[src/verilog/tdm_slot_pkg.sv]
// constants, field layout and types of the timeslot data access block
package tdm_slot_pkg;

  // ----------------------------------------------------------------
  // frame structure
  // ----------------------------------------------------------------
  localparam logic [7:0] FRAME_BITS  = 8'h60;  // 12 slots of 8 bits
  localparam logic [7:0] HALF_LAST   = 8'hBF;  // last double-rate edge
  localparam logic [7:0] SLOT_BITS   = 8'h08;
  localparam logic [7:0] DLY_LINE0   = 8'h02;  // bit periods after slot
  localparam logic [7:0] DLY_LINE1   = 8'h01;
  localparam logic [3:0] MON_SLOT    = 4'hB;   // bus access channel

  // ----------------------------------------------------------------
  // register offsets (byte addresses, one word each)
  // ----------------------------------------------------------------
  localparam logic [7:0] OFS_DATA0   = 8'h00;  // four data registers
  localparam logic [7:0] OFS_SELECT0 = 8'h10;  // four slot/line selects
  localparam logic [7:0] OFS_CTRL1   = 8'h20;
  localparam logic [7:0] OFS_CTRL2   = 8'h24;
  localparam logic [7:0] OFS_MASK    = 8'h28;
  localparam logic [7:0] OFS_STATUS  = 8'h2C;
  localparam logic [7:0] OFS_ACK     = 8'h30;

  // ----------------------------------------------------------------
  // field positions
  // ----------------------------------------------------------------
  localparam int LINE_BIT     = 7;   // select: 0 out downstream, 1 out upstream
  localparam int CTRL_IN_EN0  = 0;
  localparam int CTRL_OUT_EN0 = 1;
  localparam int CTRL_IN_EN1  = 2;
  localparam int CTRL_OUT_EN1 = 3;
  localparam int CTRL_SWAP    = 4;
  localparam int CTRL_MON     = 5;
  localparam int SYNC_OVERFLOW_IRQ_LSB     = 4;   // mask and status: [3:0] transfer, [7:4] overflow

  // ----------------------------------------------------------------
  // reset values
  // ----------------------------------------------------------------
  localparam logic [7:0] RST_DATA   = 8'hFF;  // idle line level
  localparam logic [7:0] RST_SELECT = 8'h00;
  localparam logic [5:0] RST_CTRL   = 6'h00;
  localparam logic [7:0] RST_MASK   = 8'h00;

  typedef struct packed {
    logic [3:0] out_slot;
    logic       out_line;
    logic [3:0] in_slot;
    logic       in_line;
    logic       in_en;
    logic       out_en;
  } chan_cfg_type;

endpackage

[src/verilog/frame_timing_if.sv]
// frame bit timing shared by the top and the four slot channels
`timescale 1ns/10ps
interface frame_timing_if;
  logic       bit_stb;   // start of bit bit_idx, drive edge
  logic       samp_stb;  // sample point of bit bit_idx
  logic [6:0] bit_idx;
  logic       up_level;
  logic       dn_level;

  modport source (output bit_stb, output samp_stb, output bit_idx,
                  output up_level, output dn_level);
  modport sink   (input bit_stb, input samp_stb, input bit_idx,
                  input up_level, input dn_level);
endinterface

[src/verilog/slot_channel.sv]
// one timeslot data register with its capture, output and event timing
`timescale 1ns/10ps
module slot_channel
(
  input  wire logic                       clk_i,
  input  wire logic                       sys_rst_i,
  frame_timing_if.sink                    ft,
  input  wire tdm_slot_pkg::chan_cfg_type cfg_i,
  input  wire logic                       wr_i,
  input  wire logic [7:0]                 wr_data_i,
  output logic [7:0]                      data_o,
  output logic                            drive_en_o,
  output logic                            drive_val_o,
  output logic                            sti_evt_o,
  output logic                            deadline_evt_o
);

  typedef struct packed {
    logic [7:0] shift_in;
    logic [7:0] data;
    logic [7:0] out_sh;
    logic       driving;
    logic       sync_transfer_irq;
    logic       deadline;
  } chan_state_type;

  chan_state_type st_r;
  chan_state_type st_nxt;

  // bit position a few bit periods after the end of a slot
  function automatic logic [6:0] after_slot(input logic [3:0] s, input logic line);
    logic [7:0] p;
    p = {1'b0, s, 3'h0} + tdm_slot_pkg::SLOT_BITS
        + (line ? tdm_slot_pkg::DLY_LINE1 : tdm_slot_pkg::DLY_LINE0);
    return (p >= tdm_slot_pkg::FRAME_BITS) ? 7'(p - tdm_slot_pkg::FRAME_BITS) : p[6:0];
  endfunction

  // last acknowledge point ahead of the slot's next occurrence
  function automatic logic [6:0] before_slot(input logic [3:0] s, input logic line);
    logic [7:0] p;
    p = {1'b0, s, 3'h0} + tdm_slot_pkg::FRAME_BITS
        - (line ? tdm_slot_pkg::DLY_LINE1 : tdm_slot_pkg::DLY_LINE0);
    return (p >= tdm_slot_pkg::FRAME_BITS) ? 7'(p - tdm_slot_pkg::FRAME_BITS) : p[6:0];
  endfunction

  // ----------------------------------------------------------------
  // next state
  // ----------------------------------------------------------------
  always_comb
  begin
    logic in_bit;
    in_bit = cfg_i.in_line ? ft.dn_level : ft.up_level;
    st_nxt = st_r;
    st_nxt.sync_transfer_irq = 1'b0;
    st_nxt.deadline = 1'b0;
    if (ft.samp_stb && cfg_i.in_en && ft.bit_idx[6:3] == cfg_i.in_slot)
    begin
      st_nxt.shift_in = {st_r.shift_in[6:0], in_bit};
    end
    if (ft.bit_stb)
    begin
      // commit late so an adjacent target slot goes out next frame
      if (cfg_i.in_en && ft.bit_idx == after_slot(cfg_i.in_slot, cfg_i.in_line))
      begin
        st_nxt.data = st_r.shift_in;
      end
      if (cfg_i.in_en && ft.bit_idx == after_slot(cfg_i.out_slot, cfg_i.out_line))
      begin
        st_nxt.sync_transfer_irq = 1'b1;
      end
      if (cfg_i.out_en && ft.bit_idx == before_slot(cfg_i.out_slot, cfg_i.out_line))
      begin
        st_nxt.deadline = 1'b1;
      end
      if (ft.bit_idx[6:3] == cfg_i.out_slot)
      begin
        st_nxt.driving = cfg_i.out_en;
        st_nxt.out_sh = (ft.bit_idx[2:0] == 3'h0) ? st_r.data
                                                  : {st_r.out_sh[6:0], 1'b1};
      end
      else
      begin
        st_nxt.driving = 1'b0;
      end
    end
    // a bus write wins over a capture commit in the same cycle
    if (wr_i)
    begin
      st_nxt.data = wr_data_i;
    end
  end

  always_ff @(posedge clk_i or posedge sys_rst_i)
  begin
    if (sys_rst_i)
    begin
      st_r <= '{shift_in: tdm_slot_pkg::RST_DATA, data: tdm_slot_pkg::RST_DATA,
                out_sh: tdm_slot_pkg::RST_DATA, driving: 1'b0, sync_transfer_irq: 1'b0,
                deadline: 1'b0};
    end
    else
    begin
      st_r <= st_nxt;
    end
  end

  assign data_o         = st_r.data;
  assign drive_en_o     = st_r.driving;
  assign drive_val_o    = st_r.out_sh[7];
  assign sti_evt_o      = st_r.sync_transfer_irq;
  assign deadline_evt_o = st_r.deadline;
endmodule // slot_channel

[src/verilog/tdm_slot_data_access.sv]
// timeslot data access: four slot data registers on a framed serial bus
// How it works
// - each register picks one slot 0..11
// - line bit picks output line, input opposite
// - output slot/line always from own select
// - swap off: input from own select
// - swap on: inputs cross within pair
// - separate input/output enables; disabled input holds
// - looped data leaves one frame later
// - shift same frame only if b>=a+2
// - looping runs alone; access between events
// - monitor enable forces first register of its pair to input slot 11
// - transfer event two/one bit periods after slot
// - overflow tied to own unacknowledged transfer
// - own transfer masked: overflow for any other
// - no transfer enabled, no event at all
// - both enabled: overflow only for own
// - transfer event needs input enabled
// - overflow event needs output enabled
// - acknowledged in time: no overflow
//
// Local design decisions: the register addresses and the AHB-Lite interface to the registers.
`timescale 1ns/10ps
module tdm_slot_data_access
(
  input  wire logic        clk_i,
  input  wire logic        sys_rst_i,
  input  wire logic        hsel_i,
  input  wire logic [31:0] haddr_i,
  input  wire logic [1:0]  htrans_i,
  input  wire logic        hwrite_i,
  input  wire logic [2:0]  hsize_i,
  input  wire logic [31:0] hwdata_i,
  input  wire logic        hready_i,
  output logic [31:0]      hrdata_o,
  output logic             hreadyout_o,
  output logic             hresp_o,
  input  wire logic        frame_sync_i,
  input  wire logic        double_rate_clock_i,
  input  wire logic        upstream_line_i,
  output logic             upstream_line_o,
  output logic             upstream_line_oe_n_o,
  input  wire logic        downstream_line_i,
  output logic             downstream_line_o,
  output logic             downstream_line_oe_n_o
);

  typedef struct packed {
    logic [2:0]      sync_fsc;
    logic [2:0]      sync_dcl;
    logic [2:0]      sync_up;
    logic [2:0]      sync_dn;
    logic            fsc_lv;
    logic            dcl_lv;
    logic            up_lv;
    logic            dn_lv;
    logic            framed;
    logic [7:0]      half_cnt;
    logic            bit_stb;
    logic            samp_stb;
    logic [6:0]      bit_idx;
    logic [3:0][7:0] select;
    logic [1:0][5:0] ctrl;
    logic [7:0]      mask;
    logic [7:0]      status;
    logic [3:0]      pending;
    logic            ph_valid;
    logic            ph_write;
    logic [7:0]      ph_addr;
    logic [31:0]     rdata;
    logic            up_o;
    logic            up_oe_n;
    logic            dn_o;
    logic            dn_oe_n;
  } top_state_type;

  top_state_type st_r;
  top_state_type st_nxt;

  frame_timing_if ft ();

  tdm_slot_pkg::chan_cfg_type cfg [4];
  logic [3:0][7:0] chan_data;
  logic [3:0]      drv_en;
  logic [3:0]      drv_val;
  logic [3:0]      sti_evt;
  logic [3:0]      dl_evt;
  logic [3:0]      wr_data_sel;
  logic [3:0]      sti_gen;
  logic [3:0]      unacked;
  logic [3:0]      ov_gen;
  logic            wr_phase;

  assign ft.bit_stb  = st_r.bit_stb;
  assign ft.samp_stb = st_r.samp_stb;
  assign ft.bit_idx  = st_r.bit_idx;
  assign ft.up_level = st_r.up_lv;
  assign ft.dn_level = st_r.dn_lv;

  assign wr_phase = st_r.ph_valid && st_r.ph_write;

  // ----------------------------------------------------------------
  // channel configuration and the four channels
  // ----------------------------------------------------------------
  for (genvar i = 0; i < 4; i++)
  begin : g_chan
    localparam int P   = i / 2;
    localparam int SEC = i % 2;
    logic [1:0] src;
    logic       mon;
    assign mon = st_r.ctrl[P][tdm_slot_pkg::CTRL_MON] && (SEC == 0);
    assign src = st_r.ctrl[P][tdm_slot_pkg::CTRL_SWAP] ? 2'(i ^ 1) : 2'(i);
    assign cfg[i].out_slot = st_r.select[i][3:0];
    assign cfg[i].out_line = st_r.select[i][tdm_slot_pkg::LINE_BIT];
    assign cfg[i].in_slot  = mon ? tdm_slot_pkg::MON_SLOT : st_r.select[src][3:0];
    assign cfg[i].in_line  = st_r.select[src][tdm_slot_pkg::LINE_BIT];
    assign cfg[i].in_en    = st_r.ctrl[P][2 * SEC];
    assign cfg[i].out_en   = st_r.ctrl[P][2 * SEC + 1];
    assign wr_data_sel[i]  = wr_phase && (st_r.ph_addr == tdm_slot_pkg::OFS_DATA0 + 8'(4 * i));

    slot_channel u_chan
    (
      .clk_i          (clk_i),
      .sys_rst_i      (sys_rst_i),
      .ft             (ft.sink),
      .cfg_i          (cfg[i]),
      .wr_i           (wr_data_sel[i]),
      .wr_data_i      (hwdata_i[7:0]),
      .data_o         (chan_data[i]),
      .drive_en_o     (drv_en[i]),
      .drive_val_o    (drv_val[i]),
      .sti_evt_o      (sti_evt[i]),
      .deadline_evt_o (dl_evt[i])
    );
  end

  // ----------------------------------------------------------------
  // transfer and overflow events
  // ----------------------------------------------------------------
  always_comb
  begin
    sti_gen = sti_evt & st_r.mask[3:0];
    unacked = dl_evt & st_r.pending;
    for (int k = 0; k < 4; k++)
    begin
      if (!(st_r.mask[tdm_slot_pkg::SYNC_OVERFLOW_IRQ_LSB + k] && cfg[k].out_en))
        ov_gen[k] = 1'b0;
      else if (st_r.mask[k])
        ov_gen[k] = unacked[k];
      else
        ov_gen[k] = |(unacked & ~(4'h1 << k));
    end
  end

  // ----------------------------------------------------------------
  // next state
  // ----------------------------------------------------------------
  always_comb
  begin
    logic       fsc_rise;
    logic       dcl_rise;
    logic       dcl_fall;
    logic [7:0] base;
    logic [7:0] cnt;
    logic [3:0] ack_clr;
    logic [7:0] st_clr;
    fsc_rise = 1'b0;
    dcl_rise = 1'b0;
    dcl_fall = 1'b0;
    base = 8'h00;
    cnt = 8'h00;
    ack_clr = 4'h0;
    st_clr = 8'h00;
    st_nxt = st_r;

    // three-stage sampling; a change counts when stages two and three agree
    st_nxt.sync_fsc = {st_r.sync_fsc[1:0], frame_sync_i};
    st_nxt.sync_dcl = {st_r.sync_dcl[1:0], double_rate_clock_i};
    st_nxt.sync_up  = {st_r.sync_up[1:0], upstream_line_i};
    st_nxt.sync_dn  = {st_r.sync_dn[1:0], downstream_line_i};
    if (st_r.sync_fsc[1] == st_r.sync_fsc[2]) st_nxt.fsc_lv = st_r.sync_fsc[2];
    if (st_r.sync_dcl[1] == st_r.sync_dcl[2]) st_nxt.dcl_lv = st_r.sync_dcl[2];
    if (st_r.sync_up[1] == st_r.sync_up[2]) st_nxt.up_lv = st_r.sync_up[2];
    if (st_r.sync_dn[1] == st_r.sync_dn[2]) st_nxt.dn_lv = st_r.sync_dn[2];
    fsc_rise = st_nxt.fsc_lv && !st_r.fsc_lv;
    dcl_rise = st_nxt.dcl_lv && !st_r.dcl_lv;
    dcl_fall = !st_nxt.dcl_lv && st_r.dcl_lv;

    // bit timing: drive on first rising edge, sample on second falling
    st_nxt.bit_stb  = 1'b0;
    st_nxt.samp_stb = 1'b0;
    base = fsc_rise ? 8'hFF : st_r.half_cnt;
    if (fsc_rise) st_nxt.framed = 1'b1;
    if (fsc_rise) st_nxt.half_cnt = base;
    if (dcl_rise && (st_r.framed || fsc_rise))
    begin
      cnt = (base == tdm_slot_pkg::HALF_LAST) ? 8'h00 : 8'(base + 8'h01);
      st_nxt.half_cnt = cnt;
      if (!cnt[0])
      begin
        st_nxt.bit_stb = 1'b1;
        st_nxt.bit_idx = cnt[7:1];
      end
    end
    else if (dcl_fall && st_r.framed && st_r.half_cnt[0])
    begin
      st_nxt.samp_stb = 1'b1;
      st_nxt.bit_idx  = st_r.half_cnt[7:1];
    end

    // line drivers, lowest channel first; idle lines are released
    st_nxt.up_o = 1'b1;
    st_nxt.up_oe_n = 1'b1;
    st_nxt.dn_o = 1'b1;
    st_nxt.dn_oe_n = 1'b1;
    for (int i = 3; i >= 0; i--)
    begin
      if (drv_en[i] && cfg[i].out_line)
      begin
        st_nxt.up_o = drv_val[i];
        st_nxt.up_oe_n = 1'b0;
      end
      if (drv_en[i] && !cfg[i].out_line)
      begin
        st_nxt.dn_o = drv_val[i];
        st_nxt.dn_oe_n = 1'b0;
      end
    end

    // bus data phase: word writes only, hsize not checked
    if (wr_phase)
    begin
      if (st_r.ph_addr[7:4] == tdm_slot_pkg::OFS_SELECT0[7:4])
        st_nxt.select[st_r.ph_addr[3:2]] = hwdata_i[7:0];
      if (st_r.ph_addr == tdm_slot_pkg::OFS_CTRL1) st_nxt.ctrl[0] = hwdata_i[5:0];
      if (st_r.ph_addr == tdm_slot_pkg::OFS_CTRL2) st_nxt.ctrl[1] = hwdata_i[5:0];
      if (st_r.ph_addr == tdm_slot_pkg::OFS_MASK) st_nxt.mask = hwdata_i[7:0];
      if (st_r.ph_addr == tdm_slot_pkg::OFS_STATUS) st_clr = hwdata_i[7:0];
      if (st_r.ph_addr == tdm_slot_pkg::OFS_ACK) ack_clr = hwdata_i[3:0];
    end
    // hardware set wins over a same-cycle clear
    st_nxt.status  = (st_r.status & ~st_clr) | {ov_gen, sti_gen};
    st_nxt.pending = (st_r.pending & ~ack_clr) | sti_gen;

    // bus address phase; read data is captured here, zero wait states
    st_nxt.ph_valid = hsel_i && hready_i && htrans_i[1];
    st_nxt.ph_write = hwrite_i;
    st_nxt.ph_addr  = haddr_i[7:0];
    if (hsel_i && hready_i && htrans_i[1] && !hwrite_i)
    begin
      st_nxt.rdata = 32'h0000_0000;
      if (haddr_i[7:4] == tdm_slot_pkg::OFS_DATA0[7:4])
        st_nxt.rdata = {24'h00_0000, chan_data[haddr_i[3:2]]};
      if (haddr_i[7:4] == tdm_slot_pkg::OFS_SELECT0[7:4])
        st_nxt.rdata = {24'h00_0000, st_r.select[haddr_i[3:2]]};
      if (haddr_i[7:0] == tdm_slot_pkg::OFS_CTRL1) st_nxt.rdata = {26'h0, st_r.ctrl[0]};
      if (haddr_i[7:0] == tdm_slot_pkg::OFS_CTRL2) st_nxt.rdata = {26'h0, st_r.ctrl[1]};
      if (haddr_i[7:0] == tdm_slot_pkg::OFS_MASK) st_nxt.rdata = {24'h00_0000, st_r.mask};
      if (haddr_i[7:0] == tdm_slot_pkg::OFS_STATUS) st_nxt.rdata = {24'h00_0000, st_r.status};
      if (haddr_i[7:0] == tdm_slot_pkg::OFS_ACK) st_nxt.rdata = {28'h000_0000, st_r.pending};
    end
  end

  always_ff @(posedge clk_i or posedge sys_rst_i)
  begin
    if (sys_rst_i)
    begin
      st_r <= '0;
      st_r.half_cnt <= 8'hFF;
      st_r.select <= {4{tdm_slot_pkg::RST_SELECT}};
      st_r.ctrl <= {2{tdm_slot_pkg::RST_CTRL}};
      st_r.mask <= tdm_slot_pkg::RST_MASK;
      st_r.up_o <= 1'b1;
      st_r.up_oe_n <= 1'b1;
      st_r.dn_o <= 1'b1;
      st_r.dn_oe_n <= 1'b1;
    end
    else
    begin
      st_r <= st_nxt;
    end
  end

  assign hrdata_o               = st_r.rdata;
  assign hreadyout_o            = 1'b1;
  assign hresp_o                = 1'b0;
  assign upstream_line_o        = st_r.up_o;
  assign upstream_line_oe_n_o   = st_r.up_oe_n;
  assign downstream_line_o      = st_r.dn_o;
  assign downstream_line_oe_n_o = st_r.dn_oe_n;
endmodule // tdm_slot_data_access

[config.mk]
export PLATFORM = sky130hd
export DESIGN_NAME = tdm_slot_data_access
export DESIGN_NICKNAME = d
export VERILOG_FILES = /design/src/verilog/tdm_slot_pkg.sv /design/src/verilog/frame_timing_if.sv /design/src/verilog/slot_channel.sv /design/src/verilog/tdm_slot_data_access.sv
export SDC_FILE = /design/constraint.sdc
export NUM_CORES = 1
export LEC_CHECK = 0
export BUFFER_PORTS_ARGS = -buffer_cell sky130_fd_sc_hd__buf_2
export CAP_MARGIN = 10
export CORE_MARGIN = 2
export CORE_UTILIZATION = 35
export DETAILED_ROUTE_END_ITERATION = 8
export SLEW_MARGIN = 20
export SYNTH_ARGS = -nofsm -noshare
export SYNTH_HDL_FRONTEND = slang
export SYNTH_SLANG_ARGS = --single-unit
[constraint.sdc]
create_clock -name clk_i -period 21.5 [get_ports clk_i]
set_clock_uncertainty 0.2 [all_clocks]
set_input_delay 2.15 -clock clk_i [delete_from_list [all_inputs] [get_ports clk_i]]
set_output_delay 2.15 -clock clk_i [all_outputs]
set_load 0.1 [all_outputs]
* After elaboration in Yosys (flattened, before gate mapping)
Cells that the tools add are included.
** Cells by class
- Add/sub/neg operators :: 37
- Multiply operators :: 0
- Divide/modulo/power cells :: 0
- $lt $le $gt $ge :: 19
- Equal/unequal tests :: 41
- Shift-type cells :: 0
- Muxes and demuxes :: 115
- Bitwise operators :: 8
- Reductions and logical operators :: 86
** Operators by type and width (count)
- 2-to-1 mux 8 bit :: 30
- 2-to-1 mux 32 bit :: 6
- 2-to-1 mux 7 bit :: 14
- binary-select mux 8 bit (select 2 bit) :: 6
- greater-or-equal comparator 8 x 7 -> 1 bit (second input constant) :: 12
- equality test 7 bit :: 12
- subtractor 7 bit (second input constant) :: 12
- equality test 8 x 6 -> 1 bit (second input constant) :: 10
- 2-to-1 mux 19 bit :: 4
- adder 7 x 4 -> 8 bit (second input constant) :: 8
- adder 8 x 2 -> 8 bit :: 8
- logical AND 1 bit :: 47
- adder 7 x 7 -> 8 bit (second input constant) :: 4
- bitwise mux 32 bit :: 1
- equality test 4 bit :: 8
- 2-to-1 mux 1 bit :: 32
- 2-to-1 mux 2 bit :: 16
- subtractor 8 x 2 -> 8 bit :: 4
- AND reduction 2 bit :: 13
- nonzero test 2 bit :: 10
- demux 8 bit (select 2 bit) :: 1
- equality test 8 x 4 -> 1 bit (second input constant) :: 2
- 2-to-1 mux 4 bit :: 4
- bitwise AND 4 bit :: 3
- other kinds (21) :: 39
** Word-level totals
- Register bits :: 252
- Latch bits :: 0
- RAM bits :: 0
- ROM bits :: 0
- Input bits :: 78
- Output and inout port bits :: 38
- Logic and storage cells :: 360
- Memories kept :: 0

* Depth between registers and ports, before layout
- Word-level depth :: 13
- Depth in mapped cells :: 15
- Mapped depth without buffers :: 12

* Modules after synthesis
A second synthesis with hierarchy kept.
** Unflattened totals
- Cell total of the unflattened synthesis :: 1259
- Area, all modules :: 13568.0 um2
** By module, submodules not included
- tdm_slot_data_access :: instances 1, cells an instance 534, area an instance 6202.2 um2, seq. area each 3017.9 um2
- slot_channel (g_chan[0].u_chan ...) :: instances 3, cells an instance 181, area an instance 1840.5 um2, seq. area each 705.7 um2
- slot_channel (g_chan[2].u_chan) :: instances 1, cells an instance 182, area an instance 1844.3 um2, seq. area each 705.7 um2

* Worst setup path before layout
OpenSTA, ideal clock, no wires.
- Path kind :: input-to-reg
- From :: input port haddr_i[3]
- To :: register st_r (netlist bit hrdata_o[0])
- Library setup time :: 0.131 ns
- Arrival time :: 3.598 ns
- Data required time :: 21.169 ns
- Setup slack :: 17.571 ns
- Stages on the path :: 8
- Buffers on the path :: 3
- Path through :: buf_2 -> buf_2 -> buf_1 -> o21ai_0 -> a32oi_1 -> o21ai_0 -> a221oi_1 -> nor3_1
** Between the ends
- Word-level cells in the longest chain between the ends :: 9
- Elaborated cells on any way between the ends :: 16
- Classes of those cells :: eq/ne: 5; mux: 11
** RTL lines
- start: declaration :: line tdm_slot_data_access.sv:29 : input wire logic [31:0] haddr_i,
- binary-select mux 8 bit (select 2 bit) :: line tdm_slot_data_access.sv:253 : st_nxt.rdata = {24'h00_0000, chan_data[haddr_i[3:2]]};
- 2-to-1 mux 8 bit (implied by the code) :: line tdm_slot_data_access.sv:253
- 2-to-1 mux 8 bit :: line tdm_slot_data_access.sv:252 : if (haddr_i[7:4] == tdm_slot_pkg::OFS_DATA0[7:4])
- 2-to-1 mux 32 bit :: line tdm_slot_data_access.sv:254 : if (haddr_i[7:4] == tdm_slot_pkg::OFS_SELECT0[7:4])
- 2-to-1 mux 32 bit :: line tdm_slot_data_access.sv:256 : if (haddr_i[7:0] == tdm_slot_pkg::OFS_CTRL1) st_nxt.rdata = {26'h0, st_r.ctrl[0]};
- 2-to-1 mux 32 bit :: line tdm_slot_data_access.sv:257 : if (haddr_i[7:0] == tdm_slot_pkg::OFS_CTRL2) st_nxt.rdata = {26'h0, st_r.ctrl[1]};
- 2-to-1 mux 32 bit :: line tdm_slot_data_access.sv:258 : if (haddr_i[7:0] == tdm_slot_pkg::OFS_MASK) st_nxt.rdata = {24'h00_0000, st_r.mask};
- 2-to-1 mux 32 bit :: line tdm_slot_data_access.sv:259 : if (haddr_i[7:0] == tdm_slot_pkg::OFS_STATUS) st_nxt.rdata = {24'h00_0000, st_r.status};
- 2-to-1 mux 32 bit (*) :: line tdm_slot_data_access.sv:260 : if (haddr_i[7:0] == tdm_slot_pkg::OFS_ACK) st_nxt.rdata = {28'h000_0000, st_r.pending};
- end signal: assignment :: line tdm_slot_data_access.sv:280 : st_r <= st_nxt;
- end: declaration :: line tdm_slot_data_access.sv:77 : top_state_type st_r;
Every way passes the cells marked *; elsewhere a longest branch is shown, timed or not. The select of a mux whose other input is x is not followed.
A chain may end at the register's enable or synchronous reset.

==> flow_summary.json <==
{
  "status": "complete, no violations",
  "port_buffers": 37,
  "synth_cell_types": 76,
  "drv_slew": 0,
  "die_w_um": 197,
  "drt_iter0_markers": 671,
  "drv_cap": 0,
  "finalSetupTns_ns": 0,
  "yosys.area.top_type_share_pct": 23.0,
  "dpl.hpwl_mm": 24.1,
  "crit_type": "in2async",
  "dieArea_sq_um": 38900,
  "synth-edff-count": 0,
  "drive_gt1_share_pct": 24.6,
  "syn2layout_area_growth_pct": 9.06,
  "ant_nets": 0,
  "arrival_ns": 4.44,
  "final_util_pct": 38.8,
  "cts_max_level": 1,
  "p_leak_nw": 5.90,
  "synth_warnings": 0,
  "core_area_sq_um": 36700,
  "clock-root-buffer": "clkbuf_16",
  "syn-cell-area_sq_um": 13100,
  "yosys.area.top_type": "dfrtp_1",
  "synth_flop_cell": "dfrtp_1",
  "num_vias": 9414,
  "avgSynthCellArea_sq_um": 10.3,
  "ys_seq_area_share_pct": 44.7,
  "required_ns": 21.83,
  "via_per_inst": 5.39,
  "hold_path_class": "reg2reg",
  "slew_headroom_pct": 33.9,
  "start_kind": "primary input",
  "gp_congestion": 0.863,
  "rsz0062_at_grt": "no",
  "async_flop_share_pct": 100,
  "clk_pin_slew_worst_paths_ns": 0.06,
  "nFillCells": 3563,
  "grt_overflow": 0,
  "ir_drop_v": 0.0000532,
  "cts_resized": 0,
  "final_common_cell": "nand2_1",
  "io_pins": 116,
  "clock.fmax_mhz": 243,
  "postCtsSetupRepairBufs": 0,
  "cp-end-kind": "async pin",
  "finalHoldViolCount": 0,
  "grt_pass1_wl_mm": 53.8,
  "ctsHoldBuffers": 0,
  "routedWlPerCell_um": 19.6,
  "initial_core_util_pct": 35.6,
  "grt_start_max_net_pins": 103,
  "die_y_um": 197,
  "first_global_vias": 9321,
  "cp_max_fo": 102,
  "setup_viol": 0,
  "dr.pass1.iters": 5,
  "clk_latency_ns": 0.52,
  "power_per_cell_area_nw_per_um2": 89.3,
  "worstMarginPinSlew_ns": 0.991,
  "cts.path.max_buffers": 3,
  "cts_tree": "done",
  "cts.sinks": 228,
  "antenna_found_initial": 1,
  "rows": 70,
  "fin_crit_sh_pct": 19.2,
  "layout_common_cells": "nand2_1 (159), dfrtp_1 (120), dfstp_2 (108), o21ai_0 (93), mux2_2 (79)",
  "fin_crit_ns": 4.12,
  "remaining_drc_errors": 0,
  "numCtsBuffers": 25,
  "grt_usage_pct": 17.7,
  "totalWireLength_mm": 34.2,
  "syn_inst": 1270,
  "final_nets": 1357,
  "synthTopCellsByArea": "dfrtp_1 (23%), dfstp_2 (22%), mux2_2 (6.8%)",
  "synth-seq-cells": 228
}
[critical path, stage by stage]
cell and delay, ns:
buf_2 0.13, inv_8 0.46, buf_4 0.73, buf_4 0.78
[logic make-up after synthesis]
kind of cell / synth area share (%)
AO/OA/AOI/OAI: 10.9
XOR/XNOR: 6.10
adder cells (fa/ha/maj): 2.55
buffers and inverters: 5.81
flip-flops: 44.7
multiplexers: 15.7
other: 0.0575
AND/OR/NAND/NOR: 14.3
[flip-flops by register name (all words and copies together), names as in the netlist]
signal / cells
upstream_line_oe_n_o: 1
hrdata_o: 8
ft.bit_stb: 1
g_chan.u_chan.drive_val_o: 4
st_r: 59
ft.bit_idx: 7
g_chan.u_chan.sti_evt_o: 4
g_chan.mon: 2
ft.up_level: 1
st_nxt: 8
ft.samp_stb: 1
ft.dn_level: 1
g_chan.u_chan.st_r: 60
cfg: 28
g_chan.u_chan.drive_en_o: 4
upstream_line_o: 1
downstream_line_oe_n_o: 1
g_chan.u_chan.deadline_evt_o: 4
downstream_line_o: 1
g_chan.u_chan.data_o: 32
[synthesized netlist by cell type (all sizes together) (3+ instances only)]
cell / instances
dfstp: 108
a32oi: 3
xor2: 39
nand2b: 10
a21oi: 48
a31oi: 3
dfrtp: 120
nor3b: 6
a22o: 4
nor2b: 12
and3: 8
nand2: 160
mux2i: 78
a32o: 5
nor3: 34
nor2: 52
a221o: 10
o221ai: 5
xnor2: 52
and2: 16
buf: 74
o21ai: 95
ha: 17
fa: 4
a21o: 3
mux4: 16
o211ai: 14
nand4: 13
clkbuf: 35
o31ai: 3
maj3: 4
o22ai: 9
a211oi: 8
mux2: 80
nand3: 33
a221oi: 3
a2111oi: 3
or3: 5
and4: 3
nand3b: 6
nor4: 10
inv: 37
[where the power goes]
group          total, mW  switching [mW]  internal (mW)  leakage [nW]
Sequential         0.527          0.0534          0.474          2.54
Clock              0.441           0.172          0.269         0.425
Combinational      0.305           0.194          0.111          2.93
Total               1.27           0.420          0.853          5.90
[cell type report]
type / count / area, sq um / area share, %
multi-input cells: 920 / 6570 / 46.1
flip-flops and latches: 228 / 5840 / 41.0
clock buffers: 38 / 766 / 5.37
well taps: 468 / 586 / 4.11
repair buffers: 46 / 253 / 1.77
inverters: 37 / 146 / 1.03
clock inverters: 7 / 88.8 / 0.623
diodes: 1 / 2.50 / 0.0176
[final timing paths]
| path | depth (start not counted) | to | slack [ns] | from |
|---|---|---|---|---|
| max in group clk_i | 7 | hrdata_o[3]$_DFFE_PP0P_ | 17.45 | haddr_i[2] |
| max | 4 | g_chan[2].mon$_DFFE_PP0P_ | 17.38 | sys_rst_i |
| min | 0 | st_nxt[137]$_DFF_PP0_ | 0.15 | st_nxt[136]$_DFF_PP0_ |
| min reg2reg | 0 | st_nxt[137]$_DFF_PP0_ | 0.15 | st_nxt[136]$_DFF_PP0_ |
| min in group asynchronous | 2 | st_r[130]$_DFF_PP0_ | 1.55 | sys_rst_i |
| max reg2reg | 8 | g_chan[1].u_chan.data_o[4]$_DFFE_PP1P_ | 17.82 | st_r[70]$_DFFE_PP0P_ |
[metrics by stage]
stage	instances	setup WS (ns)	power (mW)	hold WS [ns]	cell area, sq um
floorplan	1294	13.08	0.775	0.131	13200
global placement	1699	16.76	0.831	0.134	13400
detailed placement	1699	16.74	0.837	0.135	13400
CTS	1744	17.29	1.28	0.149	14200
global route	1744	17.04	1.33	0.152	14300
finish	1745	17.38	1.27	0.147	14300
[per-layer routing]
layer	GRT usage [%]	vias up	routed length (um)
met5	0	-	9
met4	4.12	2	633
met3	3.19	41	2190
met2	28.9	257	16000
met1	24.4	4711	15400
li1	-	4403	-
Note: power is estimated with default switching activity, not from simulation.
